## src/drt_consts.svh

```systemverilog
`ifndef DRT_CONSTS_SVH
`define DRT_CONSTS_SVH
// ----------------------------------------
// clocking
// ----------------------------------------
`define DRT_CLK_PS          5000
`define DRT_CK_DIV          2
`define DRT_CK_PS           (`DRT_CLK_PS * `DRT_CK_DIV)
`define DRT_CEIL(t)         (((t) + `DRT_CK_PS - 1) / `DRT_CK_PS)
`define DRT_FLOOR(t)        ((t) / `DRT_CK_PS)
// ----------------------------------------
// refresh
// ----------------------------------------
`define DRT_TREFI_PS        7812500
`define DRT_TREFI_HOT_PS    3906250
`define DRT_REF_OWED_MAX    9
`define DRT_REF_FORCE       8
`define DRT_TRFC_PS         110000
`define DRT_SLOW_TCK_PS     40000
// ----------------------------------------
// row and write timing
// ----------------------------------------
`define DRT_TRAS_PS         35000
`define DRT_TRCD_PS         13750
`define DRT_TRP_PS          13750
`define DRT_TWR_PS          15000
`define DRT_TWR_DLLOFF_PS   15000
`define DRT_TWR_DLLOFF_CK   4
`define DRT_WR_START_BL8    4
`define DRT_WR_START_BC4    2
// ----------------------------------------
// power-down, init and row hammer limit
// ----------------------------------------
`define DRT_TREFPDEN_CK     1
`define DRT_TXPDLL_PS       24000
`define DRT_TXP_PS          6000
`define DRT_TINIT_RST_PS    200000000
`define DRT_TINIT_CKE_PS    500000000
`define DRT_HAMMER_MAX      64
`endif

```

## src/drt_pkg.sv

```systemverilog
package drt_pkg;
    typedef enum logic [2:0] {
        CMD_NOP, CMD_ACT, CMD_RD, CMD_WR, CMD_PRE, CMD_PREA, CMD_REF
    } drt_cmd_t;
    typedef enum logic [3:0] {
        ST_RESET, ST_CKE_WAIT, ST_IDLE, ST_REF_WAIT, ST_PD, ST_PD_EXIT
    } drt_state_t;
endpackage

```

## src/drt_bank_if.sv

```systemverilog
`timescale 1ns/1ps
interface drt_bank_if;
    logic       tick;
    logic       act;
    logic       rd;
    logic       wr;
    logic       pre;
    logic       ap;
    logic [7:0] wr_rec;
    logic       open;
    logic       act_ok;
    logic       col_ok;
    logic       pre_ok;
    modport ctrl  (output tick, act, rd, wr, pre, ap, wr_rec,
                   input open, act_ok, col_ok, pre_ok);
    modport timer (input tick, act, rd, wr, pre, ap, wr_rec,
                   output open, act_ok, col_ok, pre_ok);
endinterface

```

## src/drt_bank_timer.sv

```systemverilog
`timescale 1ns/1ps
`include "drt_consts.svh"
module drt_bank_timer (
    input  wire logic   clk,
    input  wire logic   rst_n,
    drt_bank_if.timer   bif
);
    localparam logic [7:0] TRAS_CK = 8'(`DRT_CEIL(`DRT_TRAS_PS));
    localparam logic [7:0] TRCD_CK = 8'(`DRT_CEIL(`DRT_TRCD_PS));
    localparam logic [7:0] TRP_CK  = 8'(`DRT_CEIL(`DRT_TRP_PS));

    logic       open_reg;
    logic       ap_pend_reg;
    logic [7:0] ras_reg;
    logic [7:0] rcd_reg;
    logic [7:0] rp_reg;
    logic [7:0] wr_reg;
    logic [7:0] since_act_reg;
    logic       auto_close;

    // the device closes the row itself only after tRAS and write recovery
    assign auto_close = ap_pend_reg && ras_reg == 8'h00 && wr_reg == 8'h00;

    always_ff @(posedge clk or negedge rst_n) begin
        if (!rst_n) begin
            open_reg    <= 1'b0;
            ap_pend_reg <= 1'b0;
            ras_reg     <= 8'h00;
            rcd_reg     <= 8'h00;
            rp_reg      <= 8'h00;
            wr_reg      <= 8'h00;
        end else if (bif.tick) begin
            ras_reg <= (ras_reg != 8'h00) ? ras_reg - 8'h01 : 8'h00;
            rcd_reg <= (rcd_reg != 8'h00) ? rcd_reg - 8'h01 : 8'h00;
            rp_reg  <= (rp_reg != 8'h00) ? rp_reg - 8'h01 : 8'h00;
            wr_reg  <= (wr_reg != 8'h00) ? wr_reg - 8'h01 : 8'h00;
            if (bif.act) begin
                open_reg <= 1'b1;
                ras_reg  <= TRAS_CK;
                rcd_reg  <= TRCD_CK;
            end
            if (bif.wr) begin
                wr_reg <= bif.wr_rec;
            end
            if ((bif.wr || bif.rd) && bif.ap) begin
                ap_pend_reg <= 1'b1;
            end
            if ((bif.pre && open_reg) || auto_close) begin
                open_reg    <= 1'b0;
                ap_pend_reg <= 1'b0;
                rp_reg      <= TRP_CK;
            end
        end
    end

    always_ff @(posedge clk or negedge rst_n) begin
        if (!rst_n) begin
            since_act_reg <= 8'h00;
        end else if (bif.tick) begin
            if (bif.act) begin
                since_act_reg <= 8'h00;
            end else if (since_act_reg != 8'hff) begin
                since_act_reg <= since_act_reg + 8'h01;
            end
        end
    end

    assign bif.open   = open_reg;
    assign bif.act_ok = !open_reg && rp_reg == 8'h00;
    assign bif.col_ok = open_reg && rcd_reg == 8'h00 && !ap_pend_reg;
    assign bif.pre_ok = !open_reg || (ras_reg == 8'h00 && wr_reg == 8'h00 && !ap_pend_reg);

    AST_PRE_AFTER_RAS: assert property (@(posedge clk) disable iff (!rst_n)
        (bif.pre && bif.tick && open_reg) |-> since_act_reg >= TRAS_CK - 8'h01)
        else $error("precharge before row active time");
    AST_AP_HOLD: assert property (@(posedge clk) disable iff (!rst_n)
        $fell(open_reg) |-> $past(since_act_reg) >= TRAS_CK - 8'h01)
        else $error("row closed before row active time");
    AST_WR_RECOVERY: assert property (@(posedge clk) disable iff (!rst_n)
        (bif.wr && bif.tick) |=> (!bif.pre_ok || !open_reg) [*2])
        else $error("precharge allowed during write recovery");
endmodule

```

## src/drt_ctrl.sv

```systemverilog
`timescale 1ns/1ps
`include "drt_consts.svh"
// Notes on behaviour
// - with DLL off, write recovery is the larger of 4 CK and 15 ns.
// - write recovery starts WL+4 for BL8/on-the-fly BC4, WL+2 for fixed BC4.
// - up to 85 C, one refresh every 7.8125 us on average.
// - never more than 70.3 us without nine refreshes issued; under traffic none goes out until eight are owed.
// - above 85 C the refresh interval is halved.
// - CKE low after refresh only once tREFPDEN and tXPDLL have passed.
// - at least one NOP between consecutive refresh commands.
// - below 25 MHz, each refresh is followed by precharge all.
// - spread accesses over rows; flag heavy repeated use of one row.
// - hold the memory reset low from power-up until init proceeds.
// - round minimum limits up and maximum limits down to whole cycles.
module drt_ctrl #(
    parameter int ROW_W       = 14,
    parameter int INIT_RST_CK = `DRT_CEIL(`DRT_TINIT_RST_PS),
    parameter int INIT_CKE_CK = `DRT_CEIL(`DRT_TINIT_CKE_PS),
    parameter int TRFC_PS     = `DRT_TRFC_PS
) (
    input  wire logic             CLK,
    input  wire logic             RST_N,
    input  wire logic             REQ_VALID,
    input  drt_pkg::drt_cmd_t     REQ_CMD,
    input  wire logic [2:0]       REQ_BANK,
    input  wire logic [ROW_W-1:0] REQ_ROW,
    input  wire logic [9:0]       REQ_COL,
    input  wire logic             REQ_AP,
    output logic                  REQ_ACK,
    input  wire logic             TEMP_HOT,
    input  wire logic             DLL_OFF,
    input  wire logic             BC4_FIXED,
    input  wire logic [3:0]       CWL,
    input  wire logic             PD_REQ,
    output logic                  DDR_CK,
    output logic                  DDR_CK_N,
    output logic                  DDR_CKE,
    output logic                  DDR_RESET_N,
    output logic                  DDR_CS_N,
    output logic                  DDR_RAS_N,
    output logic                  DDR_CAS_N,
    output logic                  DDR_WE_N,
    output logic [2:0]            DDR_BA,
    output logic [ROW_W-1:0]      DDR_ADDR,
    output logic [3:0]            REF_OWED,
    output logic                  ROW_HOT,
    output logic                  INIT_DONE
);
    import drt_pkg::*;

    // ----------------------------------------
    // derived cycle counts
    // ----------------------------------------
    localparam logic [15:0] REFI_CK     = 16'(`DRT_FLOOR(`DRT_TREFI_PS));
    localparam logic [15:0] REFI_HOT_CK = 16'(`DRT_FLOOR(`DRT_TREFI_HOT_PS));
    localparam int          TRFC_RAW    = `DRT_CEIL(TRFC_PS);
    // a wait of two ticks always leaves a NOP slot, even with tCK above tRFC
    localparam logic [15:0] TRFC_CK     = 16'((TRFC_RAW < 2) ? 2 : TRFC_RAW);
    localparam int          TXPDLL_RAW  = `DRT_CEIL(`DRT_TXPDLL_PS);
    localparam logic [15:0] PDEN_CK     = 16'((TXPDLL_RAW > `DRT_TREFPDEN_CK) ?
                                              TXPDLL_RAW : `DRT_TREFPDEN_CK);
    localparam logic [15:0] TXP_CK      = 16'(`DRT_CEIL(`DRT_TXP_PS));
    localparam int          TWR_OFF_RAW = `DRT_CEIL(`DRT_TWR_DLLOFF_PS);
    localparam logic [7:0]  TWR_OFF_CK  = 8'((TWR_OFF_RAW > `DRT_TWR_DLLOFF_CK) ?
                                             TWR_OFF_RAW : `DRT_TWR_DLLOFF_CK);
    localparam logic [7:0]  TWR_CK      = 8'(`DRT_CEIL(`DRT_TWR_PS));
    localparam logic        SLOW_CK     = (`DRT_CK_PS > `DRT_SLOW_TCK_PS);
    localparam logic [3:0]  OWED_MAX    = 4'(`DRT_REF_OWED_MAX);
    localparam logic [3:0]  OWED_FORCE  = 4'(`DRT_REF_FORCE);
    localparam logic [7:0]  HAMMER_MAX  = 8'(`DRT_HAMMER_MAX);

    // ----------------------------------------
    // link clock divider and input sync
    // ----------------------------------------
    logic ck_reg;
    logic tick;
    logic hot_meta_reg;
    logic hot_reg;

    always_ff @(posedge CLK or negedge RST_N) begin
        if (!RST_N) begin
            ck_reg   <= 1'b0;
            DDR_CK   <= 1'b0;
            DDR_CK_N <= 1'b1;
        end else begin
            ck_reg   <= ~ck_reg;
            DDR_CK   <= ~ck_reg;
            DDR_CK_N <= ck_reg;
        end
    end
    // pins change as CK falls, so the device sees them settled at the rise
    assign tick = ck_reg;

    always_ff @(posedge CLK or negedge RST_N) begin
        if (!RST_N) begin
            hot_meta_reg <= 1'b0;
            hot_reg      <= 1'b0;
        end else begin
            hot_meta_reg <= TEMP_HOT;
            hot_reg      <= hot_meta_reg;
        end
    end

    // ----------------------------------------
    // bank timers
    // ----------------------------------------
    drt_bank_if bif [8] ();
    logic [7:0] open_v;
    logic [7:0] act_ok_v;
    logic [7:0] col_ok_v;
    logic [7:0] pre_ok_v;
    logic [7:0] wr_rec;
    drt_cmd_t   cmd_c;
    logic [2:0] bank_c;

    // write recovery window measured from the write command
    assign wr_rec = 8'({4'h0, CWL}) + (BC4_FIXED ? 8'(`DRT_WR_START_BC4)
                  : 8'(`DRT_WR_START_BL8)) + (DLL_OFF ? TWR_OFF_CK : TWR_CK);

    for (genvar b = 0; b < 8; b++) begin : g_bank
        assign bif[b].tick   = tick;
        assign bif[b].act    = cmd_c == CMD_ACT && bank_c == 3'(b);
        assign bif[b].rd     = cmd_c == CMD_RD && bank_c == 3'(b);
        assign bif[b].wr     = cmd_c == CMD_WR && bank_c == 3'(b);
        assign bif[b].pre    = cmd_c == CMD_PREA || (cmd_c == CMD_PRE && bank_c == 3'(b));
        assign bif[b].ap     = REQ_AP;
        assign bif[b].wr_rec = wr_rec;
        assign open_v[b]     = bif[b].open;
        assign act_ok_v[b]   = bif[b].act_ok;
        assign col_ok_v[b]   = bif[b].col_ok;
        assign pre_ok_v[b]   = bif[b].pre_ok;
        drt_bank_timer u_timer (
            .clk   (CLK),
            .rst_n (RST_N),
            .bif   (bif[b])
        );
    end

    // ----------------------------------------
    // command scheduler
    // ----------------------------------------
    drt_state_t state_reg;
    drt_state_t state_next;
    logic [15:0] wait_reg;
    logic [15:0] wait_next;
    logic [15:0] refi_reg;
    logic [15:0] pden_reg;
    logic [3:0]  owed_reg;
    logic        cke_c;
    logic        ack_c;
    logic        req_ok;
    logic        ref_due;
    logic        ref_inc;
    logic        ref_dec;

    always_comb begin
        case (REQ_CMD)
            CMD_ACT: req_ok = act_ok_v[REQ_BANK];
            CMD_RD:  req_ok = col_ok_v[REQ_BANK];
            CMD_WR:  req_ok = col_ok_v[REQ_BANK];
            CMD_PRE: req_ok = pre_ok_v[REQ_BANK];
            default: req_ok = 1'b0;
        endcase
    end

    // once eight are owed, traffic stops until a refresh goes out
    assign ref_due = owed_reg != 4'h0 && (owed_reg >= OWED_FORCE || !REQ_VALID);

    always_comb begin
        state_next = state_reg;
        wait_next  = (wait_reg != 16'h0000) ? wait_reg - 16'h0001 : 16'h0000;
        cmd_c      = CMD_NOP;
        bank_c     = REQ_BANK;
        cke_c      = DDR_CKE;
        ack_c      = 1'b0;
        case (state_reg)
            ST_RESET: begin
                if (wait_reg == 16'h0000) begin
                    state_next = ST_CKE_WAIT;
                    wait_next  = 16'(INIT_CKE_CK);
                end
            end
            ST_CKE_WAIT: begin
                if (wait_reg == 16'h0000) begin
                    cke_c      = 1'b1;
                    state_next = ST_IDLE;
                end
            end
            ST_IDLE: begin
                if (ref_due) begin
                    if (open_v == 8'h00 && &act_ok_v) begin
                        cmd_c      = CMD_REF;
                        state_next = ST_REF_WAIT;
                        wait_next  = TRFC_CK - 16'h0001;
                    end else if (&pre_ok_v) begin
                        cmd_c = CMD_PREA;
                    end
                end else if (REQ_VALID && req_ok) begin
                    cmd_c = REQ_CMD;
                    ack_c = 1'b1;
                end else if (PD_REQ && owed_reg == 4'h0 && open_v == 8'h00
                             && pden_reg == 16'h0000) begin
                    cke_c      = 1'b0;
                    state_next = ST_PD;
                end
            end
            ST_REF_WAIT: begin
                if (wait_reg == 16'h0000) begin
                    state_next = ST_IDLE;
                    if (SLOW_CK) begin
                        cmd_c = CMD_PREA;
                    end
                end
            end
            ST_PD: begin
                if (!PD_REQ || owed_reg != 4'h0) begin
                    cke_c      = 1'b1;
                    state_next = ST_PD_EXIT;
                    wait_next  = TXP_CK;
                end
            end
            ST_PD_EXIT: begin
                if (wait_reg == 16'h0000) begin
                    state_next = ST_IDLE;
                end
            end
            default: begin
                state_next = ST_RESET;
            end
        endcase
    end

    // the memory reset stays low from our own reset until the INIT_RST_CK wait ends
    always_ff @(posedge CLK or negedge RST_N) begin
        if (!RST_N) begin
            state_reg   <= ST_RESET;
            wait_reg    <= 16'(INIT_RST_CK);
            DDR_RESET_N <= 1'b0;
            DDR_CKE     <= 1'b0;
            INIT_DONE   <= 1'b0;
        end else if (tick) begin
            state_reg   <= state_next;
            wait_reg    <= wait_next;
            DDR_RESET_N <= state_next != ST_RESET;
            DDR_CKE     <= cke_c;
            INIT_DONE   <= state_next != ST_RESET && state_next != ST_CKE_WAIT;
        end
    end

    always_ff @(posedge CLK or negedge RST_N) begin
        if (!RST_N) begin
            DDR_CS_N  <= 1'b1;
            DDR_RAS_N <= 1'b1;
            DDR_CAS_N <= 1'b1;
            DDR_WE_N  <= 1'b1;
            DDR_BA    <= 3'h0;
            DDR_ADDR  <= '0;
        end else if (tick) begin
            DDR_CS_N  <= cmd_c == CMD_NOP;
            DDR_RAS_N <= !(cmd_c inside {CMD_ACT, CMD_PRE, CMD_PREA, CMD_REF});
            DDR_CAS_N <= !(cmd_c inside {CMD_RD, CMD_WR, CMD_REF});
            DDR_WE_N  <= !(cmd_c inside {CMD_WR, CMD_PRE, CMD_PREA});
            DDR_BA    <= bank_c;
            case (cmd_c)
                CMD_ACT:  DDR_ADDR <= REQ_ROW;
                CMD_RD:   DDR_ADDR <= ROW_W'({REQ_AP, REQ_COL});
                CMD_WR:   DDR_ADDR <= ROW_W'({REQ_AP, REQ_COL});
                CMD_PREA: DDR_ADDR <= ROW_W'(11'h400);
                default:  DDR_ADDR <= '0;
            endcase
        end
    end

    always_ff @(posedge CLK or negedge RST_N) begin
        if (!RST_N) begin
            REQ_ACK <= 1'b0;
        end else begin
            REQ_ACK <= tick && ack_c;
        end
    end

    // ----------------------------------------
    // refresh accounting
    // ----------------------------------------
    assign ref_inc = tick && INIT_DONE && refi_reg == 16'h0000;
    assign ref_dec = tick && cmd_c == CMD_REF;

    // a temperature change only re-times the running or next interval, owed stays
    always_ff @(posedge CLK or negedge RST_N) begin
        if (!RST_N) begin
            refi_reg <= REFI_CK;
        end else if (tick && INIT_DONE) begin
            if (refi_reg == 16'h0000) begin
                refi_reg <= (hot_reg ? REFI_HOT_CK : REFI_CK) - 16'h0001;
            end else if (hot_reg && refi_reg >= REFI_HOT_CK) begin
                refi_reg <= REFI_HOT_CK - 16'h0001;
            end else begin
                refi_reg <= refi_reg - 16'h0001;
            end
        end
    end

    // an interval expiring in the same tick as a refresh is still counted
    always_ff @(posedge CLK or negedge RST_N) begin
        if (!RST_N) begin
            owed_reg <= 4'h0;
        end else if (ref_inc && !ref_dec) begin
            owed_reg <= (owed_reg < OWED_MAX) ? owed_reg + 4'h1 : owed_reg;
        end else if (ref_dec && !ref_inc) begin
            owed_reg <= owed_reg - 4'h1;
        end
    end
    assign REF_OWED = owed_reg;

    always_ff @(posedge CLK or negedge RST_N) begin
        if (!RST_N) begin
            pden_reg <= 16'h0000;
        end else if (tick) begin
            if (cmd_c == CMD_REF) begin
                pden_reg <= PDEN_CK + TRFC_CK;
            end else if (pden_reg != 16'h0000) begin
                pden_reg <= pden_reg - 16'h0001;
            end
        end
    end

    // ----------------------------------------
    // row use monitor
    // ----------------------------------------
    logic [ROW_W+2:0] last_act_reg;
    logic [7:0]       hammer_reg;

    always_ff @(posedge CLK or negedge RST_N) begin
        if (!RST_N) begin
            last_act_reg <= '0;
            hammer_reg   <= 8'h00;
            ROW_HOT      <= 1'b0;
        end else if (tick && cmd_c == CMD_ACT) begin
            last_act_reg <= {REQ_BANK, REQ_ROW};
            if (last_act_reg == {REQ_BANK, REQ_ROW}) begin
                hammer_reg <= (hammer_reg != 8'hff) ? hammer_reg + 8'h01 : hammer_reg;
                // counter holds repeats, so the last allowed activation sees max minus two
                ROW_HOT    <= hammer_reg >= HAMMER_MAX - 8'h02;
            end else begin
                hammer_reg <= 8'h00;
                ROW_HOT    <= 1'b0;
            end
        end
    end

    AST_OWED_BOUND: assert property (@(posedge CLK) disable iff (!RST_N)
        owed_reg <= OWED_MAX)
        else $error("refresh debt above nine");
    AST_REF_NOP: assert property (@(posedge CLK) disable iff (!RST_N)
        (tick && cmd_c == CMD_REF) |=> ##1 !(tick && cmd_c == CMD_REF) ##1 (cmd_c != CMD_REF))
        else $error("back to back refresh");
    AST_REF_INTERVAL: assert property (@(posedge CLK) disable iff (!RST_N)
        hot_reg && INIT_DONE |-> ##2 refi_reg < REFI_HOT_CK)
        else $error("hot interval not applied");
    AST_CKE_AFTER_REF: assert property (@(posedge CLK) disable iff (!RST_N)
        $fell(DDR_CKE) && INIT_DONE |-> $past(pden_reg, 2) == 16'h0000)
        else $error("power-down too soon after refresh");
    AST_RESET_HELD: assert property (@(posedge CLK) disable iff (!RST_N)
        state_reg == ST_RESET |-> !DDR_RESET_N && !DDR_CKE)
        else $error("memory reset released early");
    AST_DLLOFF_TWR: assert property (@(posedge CLK) disable iff (!RST_N)
        DLL_OFF |-> wr_rec >= 8'({4'h0, CWL}) + 8'(`DRT_WR_START_BC4) + 8'h04)
        else $error("dll-off write recovery short");
    AST_TEMP_KEEP: assert property (@(posedge CLK) disable iff (!RST_N)
        $changed(hot_reg) && !ref_dec |=> owed_reg >= $past(owed_reg))
        else $error("owed refresh lost on temperature change");
    AST_SLOW_PREA: assert property (@(posedge CLK) disable iff (!RST_N)
        (tick && state_reg == ST_REF_WAIT && wait_reg == 16'h0000)
        |-> (cmd_c == CMD_PREA) == SLOW_CK)
        else $error("slow clock refresh not followed by precharge all");
endmodule

```

## config.mk

```make
export PLATFORM = sky130hd
export DESIGN_NAME = drt_ctrl
export DESIGN_NICKNAME = d
export VERILOG_FILES = /design/src/drt_pkg.sv /design/src/drt_bank_if.sv /design/src/drt_bank_timer.sv /design/src/drt_ctrl.sv
export VERILOG_INCLUDE_DIRS = /design/src
export SDC_FILE = /design/constraint.sdc
export NUM_CORES = 1
export LEC_CHECK = 0
export BUFFER_PORTS_ARGS = -buffer_cell sky130_fd_sc_hd__buf_2
export CAP_MARGIN = 40
export CORE_UTILIZATION = 50
export CTS_CLUSTER_SIZE = 8
export DETAILED_ROUTE_END_ITERATION = 16
export PLACE_DENSITY = 0.74
export SLEW_MARGIN = 20
export SYNTH_ARGS = -nofsm -noshare
export SYNTH_HDL_FRONTEND = slang
export SYNTH_SLANG_ARGS = --single-unit
```

## constraint.sdc

```tcl
create_clock -name CLK -period 4.9 [get_ports CLK]
set_clock_uncertainty 0.15 [all_clocks]
set_input_delay 1.225 -clock CLK [delete_from_list [all_inputs] [get_ports CLK]]
set_output_delay 1.225 -clock CLK [all_outputs]
set_load 0.01 [all_outputs]
```

==> results of run 1 <==
[cell families after synthesis]
| logic type | synth area share |
|---|---|
| XOR/XNOR | 0.01536 |
| buffers and inverters | 0.04083 |
| AND/OR/NAND/NOR | 0.2543 |
| adder cells (fa/ha/maj) | 0.03622 |
| multiplexers | 0.02098 |
| flip-flops | 0.4317 |
| AO/OA/AOI/OAI | 0.2006 |
[path summary, 6_finish.rpt]
check | from | to | slack [ns] | cells past startpoint
min in group asynchronous | RST_N | g_bank[0].u_timer.rcd_reg[1] | 0.58 | 1
min | hot_meta_reg | hot_reg | 0.21 | 0
max | g_bank[4].u_timer.rp_reg[0] | g_bank[5].u_timer.rp_reg[5] | 0.38 | 11
max reg2reg | g_bank[4].u_timer.rp_reg[0] | g_bank[5].u_timer.rp_reg[5] | 0.38 | 11
max in group asynchronous | RST_N | wait_reg[5] | 3.08 | 2
min reg2reg | hot_meta_reg | hot_reg | 0.21 | 0
[layer usage]
layer	wire, µm	track usage	vias up
met5	0	0	-
met4	1574	0.09725	0
met3	3906	0.04486	118
met2	28220	0.4378	684
met1	25830	0.3576	9872
li1	-	-	9521
[cells in the final DEF (no fill, tap or decap), drive strengths merged, types with 58 or more instances in the layout]
cell | Yosys | final
nor3 | 126 | 126
nand3 | 84 | 84
dfrtp | 368 | 368
ha | 58 | 58
buf | 22 | 132
o21ai | 274 | 274
inv | 131 | 132
nor2 | 208 | 208
a21oi | 105 | 105
nand2 | 301 | 301
clkbuf | 82 | 77
[final cells by class]
type | instances | area [µm²] | share of cell area
Timing Repair Buffer | 134 | 900.9 | 0.03613
Inverter | 132 | 498.0 | 0.01997
Multi-Input combinational cell | 1939 | 11750 | 0.4712
Tap cell | 585 | 732.0 | 0.02935
Clock inverter | 3 | 41.29 | 0.001656
Clock buffer | 75 | 1409 | 0.05650
Sequential cell | 383 | 9607 | 0.3852
[synth_stat cells, types with 13 or more instances]
library cell	instances
clkbuf_1	82
nand3b_1	23
nor4b_1	17
nand2b_1	39
o2bb2ai_1	19
a21oi_1	105
ha_1	58
or3_1	56
mux2_2	21
mux2i_1	23
a21o_1	24
xor2_1	28
and3_1	22
dfrtp_1	368
nand2_1	300
a31oi_1	38
nor4_1	53
o41ai_1	26
dfstp_2	15
nand3_1	84
nor3b_1	18
nor3_1	125
nand4_1	48
nor2b_1	31
inv_1	131
o31ai_1	43
and2_1	25
o22ai_1	13
nor2_1	207
o21ai_0	271
a22o_1	21
[power by group]
part,switching (mW),leakage [nW],total (mW),internal [mW]
Sequential,0.116,4.73,3.42,3.31
Clock,1.38,0.697,3.34,1.96
Combinational,0.719,5.92,1.19,0.468
[metrics by stage]
stage,utilization,std cells,setup WS (ns),power (mW),hold WS [ns]
floorplan,-,2558,0.8556,4.259,0.1812
global placement,0.5401,3170,0.4494,4.592,0.1826
detailed placement,0.5401,3170,0.2962,4.650,0.2069
CTS,0.5735,3248,0.5195,7.999,0.2178
global route,0.5738,3251,0.05716,8.307,0.2170
finish,0.5738,3251,0.3822,7.946,0.2124
==> impl_metrics.ini, run 1 <==
[run_status]
status = completed

[critical_path]
endpoint_kind = flip-flop
crit_fanout = 12
critPathArrivalTime_ns = 4.86
path_cells = inv_1 -> ha_1 -> nor4b_1 -> nand2_1 -> nor4b_1 -> and4_1 -> or3_4 -> nand2_1 -> o2111ai_1 -> nand3b_1 -> o221ai_1
start_kind = flip-flop
cp_top_family = simple AND/OR/NAND/NOR gates
cp.required_ns = 5.25
slowest_delay_ns = 0.71
path_buf_inv = 1
crit_type = reg -> reg
crit_path_top_delay_cell = o2111ai_1

[detailed_routing]
vias_per_cell = 6.212
antenna_left = 0
vias = 20200
routed_wl_mm = 59.53
firstDrtPassIters = 6
first_iter_violations = 1739
post-route-drc-count = 0
wl_per_cell_um = 18.31

[pwr]
power_leakage_nw = 11.34
irDropWorstVdd_mv = 0.2794
p_per_area_mw_per_mm2 = 318.7

[yosys]
synth_seq_cells = 383
syn_inst = 2558
yosysUniqueCellTypes = 96
synth-edff-count = 0
async_reset_ff_frac = 1.000
synth_fp_nets = 2662
synth_top_area_frac = 0.4140
yosys.area.top_type = dfrtp_1
synth.area.top_cells = dfrtp_1, o21ai_0, nand2_1
avgSynthCellArea_um2 = 8.696
yosys_warnings = 0
synthFlopType = dfrtp_1
synth-seq-area-share = 0.4317
synth_area_mm2 = 0.02225

[timing]
fmax_ghz = 0.2213
period_share = 0.9220
period_needed_ns = 4.518
worstMarginPinSlew_ns = 0.8356
maxSlewHeadroom = 0.4351
slew_viol_final = 0
setup_tns_ns = 0
finalSetupViolCount = 0
finalHoldViolCount = 0
rsz0062_at_grt = no

[placed_design]
dpl_cell_area_mm2 = 0.02347
dpl.hpwl_mm = 41.10
portBuffers = 73
place.gp.congestion = 0.9318

[run]
cap_violations = 0

[grt]
grt_pass1_vias = 19660
antenna_found_initial = 0
grt-ovfl-total = 0
grt_pass1_wl_mm = 99.15
grt_use_total = 0.2679
grt_max_degree = 160

[final_layout]
diodes = 0
fin_area_mm2 = 0.02494
drive_gt1_frac = 0.1035
finalNetCount = 2747
synthToLayoutAreaGrowth_pct = 12.10
fillers = 3838

[clock_tree]
clock-sinks = 383
cts_tree = yes
clk_latency_ns = 0.59
htree_levels = 2
postCtsHoldBufs = 0
root_buffer = clkbuf_16
cts_setup_buffers = 0
clockBufferDepth = 3
clkTransAtPathRegs_ns = 0.06
ctsResizeCount = 0
cts_buffers = 53

[die]
ios = 74
die_h_um = 212.9
coreArea_mm2 = 0.04346
die_width_um = 212.9
std_cell_rows = 76
start_util = 0.5119
dieArea_mm2 = 0.04534

[min_path]
hold_path_class = reg -> reg
(Power assumes the default switching activity.)
==> inputs of run 2 (changes only) <==
--- a/config.mk
+++ b/config.mk
@@ -6,6 +6,7 @@
 export SDC_FILE = /design/constraint.sdc
 export NUM_CORES = 1
 export LEC_CHECK = 0
+export ABC_AREA = 1
 export BUFFER_PORTS_ARGS = -buffer_cell sky130_fd_sc_hd__buf_2
 export CAP_MARGIN = 40
 export CORE_UTILIZATION = 50
==> impl_metrics.ini, run 2 <==
[pwr]
switching_share = 0.2268
pwr-share-seq = 0.471
power_leakage_nw = 12.77
p_total_mw = 6.741
p_int_mw = 5.212
switchingPower_mw = 1.528
combPwrFrac = 0.031
irDropWorstVdd_mv = 0.3247
p_per_area_mw_per_mm2 = 259.0
clock_power_share = 0.497

[timing]
fmax_ghz = 0.2503
period_needed_ns = 3.996
maxSlewHeadroom = 0.3416
setup_tns_ns = 0
slew_viol_final = 0
finalSetupViolCount = 0
setup_slack_ns = 0.9041
finalHoldViolCount = 0
period_share = 0.8155
rsz0062_at_grt = no
worstMarginPinSlew_ns = 0.9876

[final_layout]
seq_area_mm2 = 0.009607
multi_input_area_mm2 = 0.01202
synthToLayoutAreaGrowth_pct = 10.56
layout_commonest_cell = nand2_1
final_cell_count_no_fill = 3764
drive_gt1_frac = 0.1014
fillers = 4181
layout_common_cells = nand2_1, inv_1, dfrtp_1, nor2_1, nand3_1
fin_area_mm2 = 0.02603
finalNetCount = 3236

[clock_tree]
cts_setup_buffers = 0
clock-sinks = 383
clkTransAtPathRegs_ns = 0.05
cts_buffers = 53
clockBufferDepth = 3
root_buffer = clkbuf_16
ctsResizeCount = 0
postCtsHoldBufs = 0
clk_latency_ns = 0.59
htree_levels = 2
cts_tree = yes

[yosys]
synth_fp_nets = 3154
syn_inst = 3050
yosys.area.top_type = dfrtp_1
yosysUniqueCellTypes = 59
yosys_warnings = 0
synth-edff-count = 0
synth_area_mm2 = 0.02354
synth.area.top_cells = dfrtp_1, nand2_1, inv_1
synth_most_common_cell = nand2_1
avgSynthCellArea_um2 = 7.718
synthTopCellsByCount = nand2_1, inv_1, dfrtp_1
synthFlopType = dfrtp_1
synth-seq-area-share = 0.4079
synth_top_area_frac = 0.3912
async_reset_ff_frac = 1.000
synth_seq_cells = 383

[detailed_routing]
wl_met1_mm = 26.39
firstDrtPassIters = 6
post-route-drc-count = 0
first_iter_violations = 1647
vias = 20790
routed_wl_mm = 59.23
dr_wl_met2_mm = 28.48
wl_met3_mm = 2.691
antenna_left = 0
vias_per_cell = 5.524
wl_per_cell_um = 15.74
highest-signal-layer = met4

[placed_design]
pre_cts_ws_ns = 0.6499
dp.cells = 3683
dpl_cell_area_mm2 = 0.02455
place.gp.congestion = 0.9617
dpl.hpwl_mm = 41.45
portBuffers = 73

[critical_path]
path_cells = inv_1 -> ha_1 -> nand2_1 -> nor2_1 -> nand2_1 -> nand3b_1 -> nor4_2 -> nand3_1 -> inv_1 -> nand2_1 -> nand2_1 -> nand4_1 -> o21ai_0 -> nor2_1
crit_fanout = 13
crit_path_top_delay_cell = nor2_1
critPathArrivalTime_ns = 4.32
startpoint = g_bank[7].u_timer.rp_reg[0]
crit_type = reg -> reg
start_kind = flip-flop
cp.required_ns = 5.23
path_buf_inv = 2
crit_top_cell = nand2_1
reg2reg_from = g_bank[7].u_timer.rp_reg[0]
cp_top_family = simple AND/OR/NAND/NOR gates
endpoint_kind = flip-flop
slowest_delay_ns = 0.47

[die]
die_width_um = 219.0
start_util = 0.5067
ios = 74
dieArea_mm2 = 0.04795
coreArea_mm2 = 0.04646
std_cell_rows = 79
die_h_um = 219.0

[grt]
grt_pass1_vias = 20150
grt_use_total = 0.2504
grt_max_degree = 147
antenna_found_initial = 2
grt_pass1_wl_mm = 98.61
grt-ovfl-total = 0

[run_status]
status = completed

[min_path]
hold_path_class = reg -> reg
holdCritStartpoint = hot_meta_reg

[run]
cap_violations = 0
-- run 2: cell types whose count changed after synthesis, moves of 39 or more --
cell	previous run	this run
a21oi_1	105	48
inv_1	131	393
nand2_1	300	715
nand2b_1	39	0
nand3_1	84	286
nor2_1	207	291
nor3_1	125	77
nor4_1	53	8
o21ai_0	271	162
o22ai_1	13	83
o22ai_2	0	60
o31ai_1	43	3
or3_1	56	7
xor2_1	28	141
-- run 2: area by class of cell --
type / count / share of cell area
diodes: 2 / 0.0001923
clock buffers: 77 / 0.05524
clock inverters: 1 / 0.0006250
inverters: 404 / 0.05836
multi-input cells: 2187 / 0.4618
flip-flops and latches: 383 / 0.3691
well taps: 607 / 0.02918
repair buffers: 103 / 0.02548
-- run 2: power by group through the flow --
stage / combinational [mW] / sequential, mW / clock [mW]
final: 0.211 / 3.18 / 3.35
after CTS: 0.213 / 3.18 / 3.42
after floorplan: 0.0724 / 3.23 / 0
after detailed placement: 0.212 / 3.23 / 0
after global placement: 0.209 / 3.23 / 0
after global routing: 0.234 / 3.18 / 3.54
-- run 2: logic make-up after synthesis --
logic type / synth area share
DFF: 0.4079
buffers and inverters: 0.08169
AOI/OAI and AO/OA: 0.1163
and+or+nand+nor: 0.2947
adders and majority gates: 0.03423
xor gates and xnor gates: 0.06511
-- run 2: layer usage --
layer  vias to the layer above  global-route usage
met2                       498              0.4152
met3                       109             0.03202
met5                         -                   0
met4                         0             0.09560
li1                      10140                   -
met1                     10050              0.3330
-- run 2: worst paths after layout --
check | end | slack, ns | cells past startpoint
max | pden_reg[14] | 0.90 | 14
min | hot_reg | 0.21 | 0
max reg2reg | pden_reg[14] | 0.90 | 14
min reg2reg | hot_reg | 0.21 | 0
max in group asynchronous | wait_reg[14] | 3.11 | 2
min in group asynchronous | refi_reg[4] | 0.48 | 1
-- run 2: worst register-to-register path, delay by kind of cell (launching register included) --
family,cells,cell delay (ns)
flip-flops,1,0.36
AND/OR/NAND/NOR,10,2.69
AO/OA/AOI/OAI,1,0.21
buffers and inverters,2,0.27
adder cells (fa/ha/maj),1,0.22
-- run 2: metrics by stage --
stage	util	hold WS [ns]
after CTS	0.5597	0.2159
after detailed placement	0.5284	0.1902
final	0.5602	0.2111
after global placement	0.5284	0.1902
after floorplan	-	0.1812
after global routing	0.5602	0.2254
